===== src/rtl/pchr_pkg.sv =====
/*
  Package for the express capability header register bank.
  Assumes a 32-bit AHB-Lite register bus and byte addresses as printed.
*/
package pchr_pkg;
  localparam logic [11:0] HDR_OFFSET        = 12'h040;
  localparam logic [11:0] DCAP_OFFSET       = 12'h044;
  localparam logic [11:0] LOCK_OFFSET       = 12'h050;
  localparam logic [11:0] STATUS_OFFSET     = 12'h054;
  localparam logic [7:0]  CAP_ID_VALUE      = 8'h10;
  localparam logic [7:0]  NEXT_PTR_RESET    = 8'h00;
  localparam logic [3:0]  REVISION_RESET    = 4'h2;
  localparam logic [3:0]  TYPE_UPSTREAM     = 4'h5;
  localparam logic [3:0]  TYPE_DOWNSTREAM   = 4'h6;
  localparam logic        SLOT_RESET        = 1'b0;
  localparam logic [2:0]  PAYLOAD_RESET     = 3'h4;
  localparam logic [2:0]  PAYLOAD_MAX_CODE  = 3'h5;
  localparam logic        WIDE_TAG_RESET    = 1'b1;
  localparam logic        LOCK_RESET        = 1'b0;
  localparam int          CAP_ID_LSB        = 0;
  localparam int          NEXT_PTR_LSB      = 8;
  localparam int          REVISION_LSB      = 16;
  localparam int          PORT_TYPE_LSB     = 20;
  localparam int          SLOT_BIT          = 24;
  localparam int          MSG_INDEX_LSB     = 25;
  localparam int          PAYLOAD_LSB       = 0;
  localparam int          WIDE_TAG_BIT      = 5;
  localparam logic [1:0]  HTRANS_NONSEQ     = 2'h2;
  localparam logic [2:0]  HSIZE_WORD        = 3'h2;
endpackage


===== src/rtl/pchr_payload_decode.sv =====
/*
  Decodes the payload capability code into an effective code and byte size.
  Assumes a plain three-bit code input.
*/
`timescale 1ns/100ps
`default_nettype none
module pchr_payload_decode (
  input  wire logic [2:0]  code,
  output logic      [2:0]  effective_code,
  output logic      [12:0] payload_bytes
);
  // Reserved codes act as 128 bytes
  assign effective_code = (code > pchr_pkg::PAYLOAD_MAX_CODE) ? 3'h0 : code;
  // 128 shifted by the effective code
  assign payload_bytes  = 13'(13'h0080 << effective_code);
endmodule
`default_nettype wire


===== src/rtl/pchr_regs.sv =====
/*
  Express capability header and device capabilities registers on AHB-Lite.
  Assumes one AHB-Lite master, single word transfers, synchronous inputs.
*/
// Local design decision: the AHB-Lite register port.
// Operation
// - Header low byte reads fixed 0x10
// - Bits 15:8 lockable next structure pointer
// - Bits 19:16 lockable revision, default 0x2
// - Port type 0x5 upstream, 0x6 downstream
// - Lockable slot bit, reset zero, writable for both port types
// - Message interrupt index reads zero
// - Lockable payload capability, default 0x4
// - Codes 0x6, 0x7 act as 128 bytes
// - Borrowed function bits read zero
// - Lockable wide tag bit, default one
// - Standby exit latency reads zero
// - Sleep exit latency reads zero
// - Button fitted bit reads zero
// - Lamp fitted bit reads zero
`timescale 1ns/100ps
`default_nettype none
module pchr_regs #(
  parameter logic [7:0] NEXT_PTR_DEFAULT = pchr_pkg::NEXT_PTR_RESET
) (
  input  wire logic        hclk,
  input  wire logic        hresetn,
  input  wire logic        clk_en,
  input  wire logic        is_upstream,
  input  wire logic        hsel,
  input  wire logic [11:0] haddr,
  input  wire logic [1:0]  htrans,
  input  wire logic        hwrite,
  input  wire logic [2:0]  hsize,
  input  wire logic [31:0] hwdata,
  input  wire logic        hready,
  output logic      [31:0] hrdata,
  output logic             hreadyout,
  output logic             hresp,
  output logic      [2:0]  effective_payload_code,
  output logic      [12:0] payload_bytes
);
  logic [7:0]  next_ptr_ff;
  logic [3:0]  revision_ff;
  logic        slot_ff;
  logic [2:0]  payload_ff;
  logic        wide_tag_ff;
  logic        lock_open_ff;
  logic        wr_pend_ff;
  logic [11:0] wr_addr_ff;
  logic [31:0] hrdata_ff;
  logic        nxt_wr_pend;
  logic [31:0] nxt_hrdata;
  wire         access_ok;
  wire         rd_req;
  wire  [31:0] hdr_word;
  wire  [31:0] dcap_word;
  wire  [31:0] status_word;
  wire         wr_hdr;
  wire         wr_dcap;
  wire         wr_lock;
  wire  [3:0]  port_type;

  function automatic logic addr_is(input logic [11:0] a, input logic [11:0] off);
    addr_is = (a[11:2] == off[11:2]);
  endfunction

  assign access_ok = hsel && hready && (htrans == pchr_pkg::HTRANS_NONSEQ)
                     && (hsize == pchr_pkg::HSIZE_WORD);
  assign rd_req    = access_ok && !hwrite;
  assign nxt_wr_pend = access_ok && hwrite;
  assign port_type = is_upstream ? pchr_pkg::TYPE_UPSTREAM
                                 : pchr_pkg::TYPE_DOWNSTREAM;

  // Fixed ID 0x10 and port type fields; reserved and message interrupt index bits read zero
  assign hdr_word = {2'b00, 5'h00, slot_ff, port_type, revision_ff, next_ptr_ff,
                     pchr_pkg::CAP_ID_VALUE};
  // Hardwired zero fields
  assign dcap_word = {18'h00000, 1'b0, 1'b0, 3'h0, 3'h0, wide_tag_ff, 2'h0,
                      payload_ff};
  assign status_word = {16'h0000, payload_bytes[12:0], effective_payload_code};

  assign nxt_hrdata = !rd_req ? hrdata_ff
                    : addr_is(haddr, pchr_pkg::HDR_OFFSET)    ? hdr_word
                    : addr_is(haddr, pchr_pkg::DCAP_OFFSET)   ? dcap_word
                    : addr_is(haddr, pchr_pkg::LOCK_OFFSET)   ? {31'h0, lock_open_ff}
                    : addr_is(haddr, pchr_pkg::STATUS_OFFSET) ? status_word
                    : 32'h0000_0000;

  // Writable fields except the lock bit move only while the lock is open
  assign wr_hdr  = wr_pend_ff && lock_open_ff && addr_is(wr_addr_ff, pchr_pkg::HDR_OFFSET);
  assign wr_dcap = wr_pend_ff && lock_open_ff && addr_is(wr_addr_ff, pchr_pkg::DCAP_OFFSET);
  assign wr_lock = wr_pend_ff && addr_is(wr_addr_ff, pchr_pkg::LOCK_OFFSET);

  pchr_payload_decode u_decode (
    .code           (payload_ff),
    .effective_code (effective_payload_code),
    .payload_bytes  (payload_bytes)
  );

  always_ff @(posedge hclk or negedge hresetn) begin
    if (!hresetn) begin
      wr_pend_ff <= 1'b0;
      wr_addr_ff <= 12'h000;
      hrdata_ff  <= 32'h0000_0000;
    end else if (clk_en) begin
      wr_pend_ff <= nxt_wr_pend;
      if (nxt_wr_pend) begin
        wr_addr_ff <= haddr;
      end
      hrdata_ff  <= nxt_hrdata;
    end
  end

  always_ff @(posedge hclk or negedge hresetn) begin
    if (!hresetn) begin
      next_ptr_ff  <= NEXT_PTR_DEFAULT;
      revision_ff  <= pchr_pkg::REVISION_RESET;
      slot_ff      <= pchr_pkg::SLOT_RESET;
      payload_ff   <= pchr_pkg::PAYLOAD_RESET;
      wide_tag_ff  <= pchr_pkg::WIDE_TAG_RESET;
      lock_open_ff <= pchr_pkg::LOCK_RESET;
    end else if (clk_en) begin
      if (wr_lock) begin
        lock_open_ff <= hwdata[0];
      end
      if (wr_hdr) begin
        next_ptr_ff <= hwdata[pchr_pkg::NEXT_PTR_LSB +: 8];
        revision_ff <= hwdata[pchr_pkg::REVISION_LSB +: 4];
        slot_ff     <= hwdata[pchr_pkg::SLOT_BIT];
      end
      if (wr_dcap) begin
        payload_ff  <= hwdata[pchr_pkg::PAYLOAD_LSB +: 3];
        wide_tag_ff <= hwdata[pchr_pkg::WIDE_TAG_BIT];
      end
    end
  end

  assign hrdata    = hrdata_ff;
  assign hreadyout = 1'b1;
  assign hresp     = 1'b0;
endmodule
`default_nettype wire


===== config.mk =====
export PLATFORM = sky130hd
export DESIGN_NAME = pchr_regs
export DESIGN_NICKNAME = d
export VERILOG_FILES = /design/src/rtl/pchr_pkg.sv /design/src/rtl/pchr_payload_decode.sv /design/src/rtl/pchr_regs.sv
export SDC_FILE = /design/constraint.sdc
export NUM_CORES = 1
export LEC_CHECK = 0
export BUFFER_PORTS_ARGS = -buffer_cell sky130_fd_sc_hd__buf_2
export CAP_MARGIN = 40
export CORE_ASPECT_RATIO = 1.1
export CORE_UTILIZATION = 47
export CTS_CLUSTER_SIZE = 14
export DETAILED_ROUTE_END_ITERATION = 8
export PLACE_DENSITY_LB_ADDON = 0.05
export RECOVER_POWER = 50
export SLEW_MARGIN = 20
export SYNTH_ARGS = -nofsm -noshare
export SYNTH_HDL_FRONTEND = slang
export SYNTH_SLANG_ARGS = --single-unit

===== constraint.sdc =====
create_clock -name hclk -period 3.1 [get_ports hclk]
set_input_delay 0.31 -clock hclk [delete_from_list [all_inputs] [get_ports hclk]]
set_output_delay 0.31 -clock hclk [all_outputs]
set_load 0.005 [all_outputs]

# After elaboration in Yosys (flattened, before gate mapping)
# Cells that the tools add are included.
# classes
n_lt_le_gt_ge,1
eq_ne,9
shifts,1
muxes,6
n_reduce_logical,15
# op_table
op,count
"10-bit by 5-bit == test with 1-bit output, second input constant",7
16-bit 2-to-1 mux,3
25-bit 2-to-1 mux,1
"8-bit by 3-bit left shift with 13-bit output, first input constant",1
2-bit AND reduction,5
1-bit logical AND,9
"3-bit by 2-bit == test with 1-bit output, second input constant",1
"3-bit > comparator, second input constant",1
3-bit 2-to-1 mux,1
"2-bit == test, second input constant",1
2-bit 2-to-1 mux,1
1-bit zero test,1
# totals
ff_bits,63
input_bits,56
out_inout_bits,50
elab_cells,41

# Logic depth before layout (Yosys ltp)
# depth
ltp_word,7
mapped_depth,5
ltp_nobuf,4

# By module
# From an unflattened synthesis, not the netlist that was laid out.
# unflattened
hier_cells,208
area_unflattened_um2,2507.4
# by_module_without_submodules
mod,instances,cells_each,area_each_um2
pchr_regs,1,190,2367.3
pchr_payload_decode,1,18,140.1

# Worst setup path before layout
# No wires, ideal clock.
# synth_timing
kind,reg-to-reg
startpoint,reg wr_addr_ff[5]
endpoint,reg next_ptr_ff[0]
setup_time_ns,0.125
t_arrival_ns,1.402
required_ns,2.975
slack_ns,1.573
stages_incl_launch_ff,6
path_buffers,1
synth_period_minus_slack_ns,1.527
path_cell_list,dfrtp_1 and4bb_2 and4b_2 nand3b_4 clkbuf_8 mux2_2
# synth_via
elab_chain_cells,3
# synth_rtl
element,line_no,source
"start, declared",pchr_regs.sv:50,logic [11:0] wr_addr_ff;
"start signal, assigned",pchr_regs.sv:109,wr_addr_ff <= haddr;
10-bit by 5-bit == test with 1-bit output,pchr_regs.sv:65,addr_is = (a[11:2] == off[11:2]);
1-bit logical AND,pchr_regs.sv:91,"assign wr_hdr = wr_pend_ff && lock_open_ff && addr_is(wr_addr_ff, pchr_pkg::HDR_OFFSET);"
2-bit AND reduction (no source line),-,
"end signal, assigned",pchr_regs.sv:128,next_ptr_ff <= hwdata[pchr_pkg::NEXT_PTR_LSB +: 8];
"end, declared",pchr_regs.sv:43,logic [7:0] next_ptr_ff;
# No other way between the ends.
# A chain may end at the register's enable or synchronous reset.

# Worst setup path after layout
# layout_timing
startpoint,reg payload_ff[2]
endpoint,out payload_bytes[11]
# layout_via
elab_chain_cells,3
# layout_rtl
element,line_no,source
"start, declared",pchr_regs.sv:46,logic [2:0] payload_ff;
"start signal, assigned",pchr_regs.sv:120,payload_ff <= pchr_pkg::PAYLOAD_RESET;
"start signal, assigned",pchr_regs.sv:133,payload_ff <= hwdata[pchr_pkg::PAYLOAD_LSB +: 3];
3-bit > comparator,pchr_payload_decode.sv:13,assign effective_code = (code > pchr_pkg::PAYLOAD_MAX_CODE) ? 3'h0 : code;
3-bit 2-to-1 mux (*),pchr_payload_decode.sv:13,
8-bit by 3-bit left shift with 13-bit output (*),pchr_payload_decode.sv:15,assign payload_bytes = 13'(13'h0080 << effective_code);
"end, declared",pchr_regs.sv:41,output logic [12:0] payload_bytes
# Mark *: on every way between the ends. The rest lies on a longest branch, timed or not.

==> results.py <==
metrics = {
    "run_status": {
        "outcome": "completed",
    },
    "finish": {
        "fin_cells": 311,
        "n_antenna_cell": 0,
        "fillers": 427,
        "final_cell_mix": "buf_2, dfrtp_1, mux2_2",
        "nNetsFinal": 310,
        "drive_above_1_share": 0.4157,
        "area_growth_pct": 18.28,
        "final_common_cell": "buf_2",
    },
    "floorplanning": {
        "row_count": 26,
        "die_h_um": 74.70,
        "die-area_um2": 5087,
        "ios": 106,
        "die_w_um": 68.10,
        "start_util": 0.4889,
        "fp.coreArea_um2": 4619,
    },
    "pwr": {
        "sequentialPowerShare": 0.587,
        "p_int_mw": 0.8566,
        "p_sw_mw": 0.2469,
        "powerDensity_nw_per_um2": 413.1,
        "p_leak_nw": 1.440,
        "swShare": 0.2237,
        "power.share.clock": 0.353,
        "peakVddDrop_uv": 243.5,
        "combinationalPowerShare": 0.059,
    },
    "clock_network": {
        "cts_num_sinks": 49,
        "cts_tree": "done",
        "cts_buffer_depth": 2,
        "numCtsBuffers": 5,
        "clkLatencyLatePin_ps": 300,
        "clk_pin_slew_ps": 90,
        "root_buffer": "clkbuf_8",
        "cts_htree_levels": 2,
        "post_cts_buffers": 0,
    },
    "synth": {
        "yosysUniqueCellTypes": 34,
        "synthArstFlopShare": 1.000,
        "synth_warnings": 0,
        "ys.flop_type": "dfrtp_1",
        "synth_area_um2": 2258,
        "synth_seq_area_share": 0.5446,
        "synth_edf_count": 0,
        "yosys_register_bits": 49,
        "synthCells": 187,
        "avgSynthCellArea_um2": 12.08,
    },
    "critical_path": {
        "r2r_start": "wr_addr_ff[9]",
        "r2r_slack_ps": 1450,
        "crit_family": "flip-flops",
        "startpoint": "payload_ff[2]",
        "cp_slowest_cell": "dfstp_2",
        "cp_max_fo": 10,
        "critical-path-max-stage-delay_ps": 630,
        "worstRegToRegCells": 4,
        "crit_end": "payload_bytes[11]",
        "crit_chain": "nor2b_1 > and2_1 > buf_2",
        "cp_num_buf_inv": 1,
        "endpoint_kind": "primary output",
        "arrival_ps": 1530,
        "critPathLaunchType": "register",
        "path_class": "reg2out",
        "cp.required_ps": 2790,
        "reg2reg_to": "next_ptr_ff[0]",
        "crit_cells": 3,
    },
    "global_routing": {
        "grt_pass1_vias": 1421,
        "grt-busiest-layer": "met2",
        "grt_first_pass_wirelength_mm": 6.706,
        "met2_usage": 0.2919,
        "use_met1": 0.2321,
        "overflow": 0,
        "gr-usage-all-layers": 0.1796,
        "grt.met3_usage": 0.03636,
        "antenna_found_initial": 0,
        "grt_max_degree": 33,
    },
    "place": {
        "routabilityCongestion": 0.6963,
        "hpwl_mm": 3.110,
        "dp.cells": 301,
        "portBuffers": 68,
    },
    "detailed_routing": {
        "vias": 1578,
        "wl_per_cell_um": 13.61,
        "drt_iter0_drc": 60,
        "finalWirelength_mm": 4.234,
        "via_per_inst": 5.074,
        "firstDrtPassIters": 4,
        "antenna_left": 0,
        "drc": 0,
    },
    "worst_hold_path": {
        "hp-class": "in2reg",
    },
    "sta": {
        "hold_viol": 0,
        "clock_skew_ps": 12.66,
        "setup_tns_ps": 0,
        "setup_violations": 0,
        "worst_slew_pin_slew_ps": 1028,
        "fmaxAchievable_mhz": 544.1,
        "min_period_ps": 1838,
        "rsz0062_at_grt": "no",
        "fin_crit_sh": 0.5929,
        "relSlewSlack": 0.3147,
        "drv_slew": 0,
    },
    "flow_run": {
        "maxCapViolations": 0,
    },
}
## stage by stage
step / hold WS [ps] / instance area, um2 / power [mW] / utilization / setup slack, ps
2_1_floorplan: 14.41 / 2326 / 0.6992 / - / 1573
3_3_place_gp: 461.5 / 2546 / 0.7225 / 0.5512 / 1172
3_5_place_dp: 276.1 / 2566 / 0.7265 / 0.5555 / 1168
4_1_cts: 203.7 / 2670 / 1.116 / 0.5780 / 1270
5_1_grt: 214.2 / 2671 / 1.149 / 0.5783 / 1169
6_report: 206.2 / 2671 / 1.103 / 0.5783 / 1262
## metal layers
metal | wire [um] | vias up
met4 | 61 | 0
li1 | - | 755
met3 | 222 | 7
met5 | 0 | -
met1 | 1908 | 761
met2 | 2042 | 55
## worst min-delay path by stage
stage	startpoint	end	slack [ps]	cells after the start
floorplan	hresetn	hrdata[0]	10	0
global placement	hrdata[11]	hrdata[11]	460	2
detailed placement	hresetn	hrdata[5]	280	1
CTS	clk_en	wr_pend_ff	200	2
global route	clk_en	wr_pend_ff	210	2
finish	clk_en	wr_pend_ff	210	2
## synth_stat cells, types with 2 or more instances
| library cell | instances | share of area |
|---|---|---|
| inv_1 | 3 | 0.0050 |
| buf_2 | 2 | 0.0044 |
| nand2_1 | 13 | 0.022 |
| a32oi_1 | 4 | 0.016 |
| nor2_1 | 2 | 0.0033 |
| nor2b_1 | 3 | 0.0083 |
| nor3_1 | 2 | 0.0044 |
| and2_1 | 4 | 0.011 |
| a21oi_1 | 2 | 0.0044 |
| nand3_1 | 5 | 0.011 |
| nand3b_1 | 3 | 0.010 |
| clkbuf_1 | 5 | 0.0083 |
| dfrtp_1 | 46 | 0.51 |
| mux2_2 | 28 | 0.14 |
| and4bb_2 | 2 | 0.011 |
| a21o_1 | 2 | 0.0066 |
| a22o_1 | 9 | 0.035 |
| conb_1 | 2 | 0.0033 |
| o21ai_0 | 11 | 0.024 |
| a22oi_1 | 2 | 0.0066 |
| nor4_1 | 2 | 0.0055 |
| dfstp_2 | 3 | 0.035 |
| buf_4 | 21 | 0.070 |
## power groups by stage
stage | registers [mW] | clock network, mW | logic, mW
finish | 0.648 | 0.390 | 0.0655
global route | 0.649 | 0.423 | 0.0765
CTS | 0.648 | 0.401 | 0.0668
detailed placement | 0.661 | 0 | 0.0658
global placement | 0.661 | 0 | 0.0618
floorplan | 0.660 | 0 | 0.0392
## logic make-up after synthesis
| family | Yosys count | synth area share |
|---|---|---|
| AOI/OAI and AO/OA | 31 | 0.09529 |
| buffers and inverters | 33 | 0.09529 |
| DFF | 49 | 0.5446 |
| muxes | 28 | 0.1396 |
| other | 2 | 0.003325 |
| and+or+nand+nor | 44 | 0.1219 |
## state kept, by name (all words and copies together), names as in the netlist
name / cells
hrdata: 20
lock_open_ff: 1
next_ptr_ff: 8
payload_ff: 3
revision_ff: 4
slot_ff: 1
wide_tag_ff: 1
wr_addr_ff: 10
wr_pend_ff: 1
## what timing repair did
action | 4_1_cts | 5_1_grt
setup endpoints to repair | 0 | 0
hold buffers | 1 | 0
hold endpoints to repair | 15 | 0
gates resized for setup | 0 | 0
## final cells by class
type	count	area [um2]	area share
multi-input cells	123	887.1	0.3321
clock inverters	1	7.507	0.002810
flip-flops and latches	49	1230	0.4604
clock buffers	7	86.33	0.03232
well taps	56	70.07	0.02623
repair buffers	72	379.1	0.1419
inverters	3	11.26	0.004215
Power figures use the tool's default switching activity.
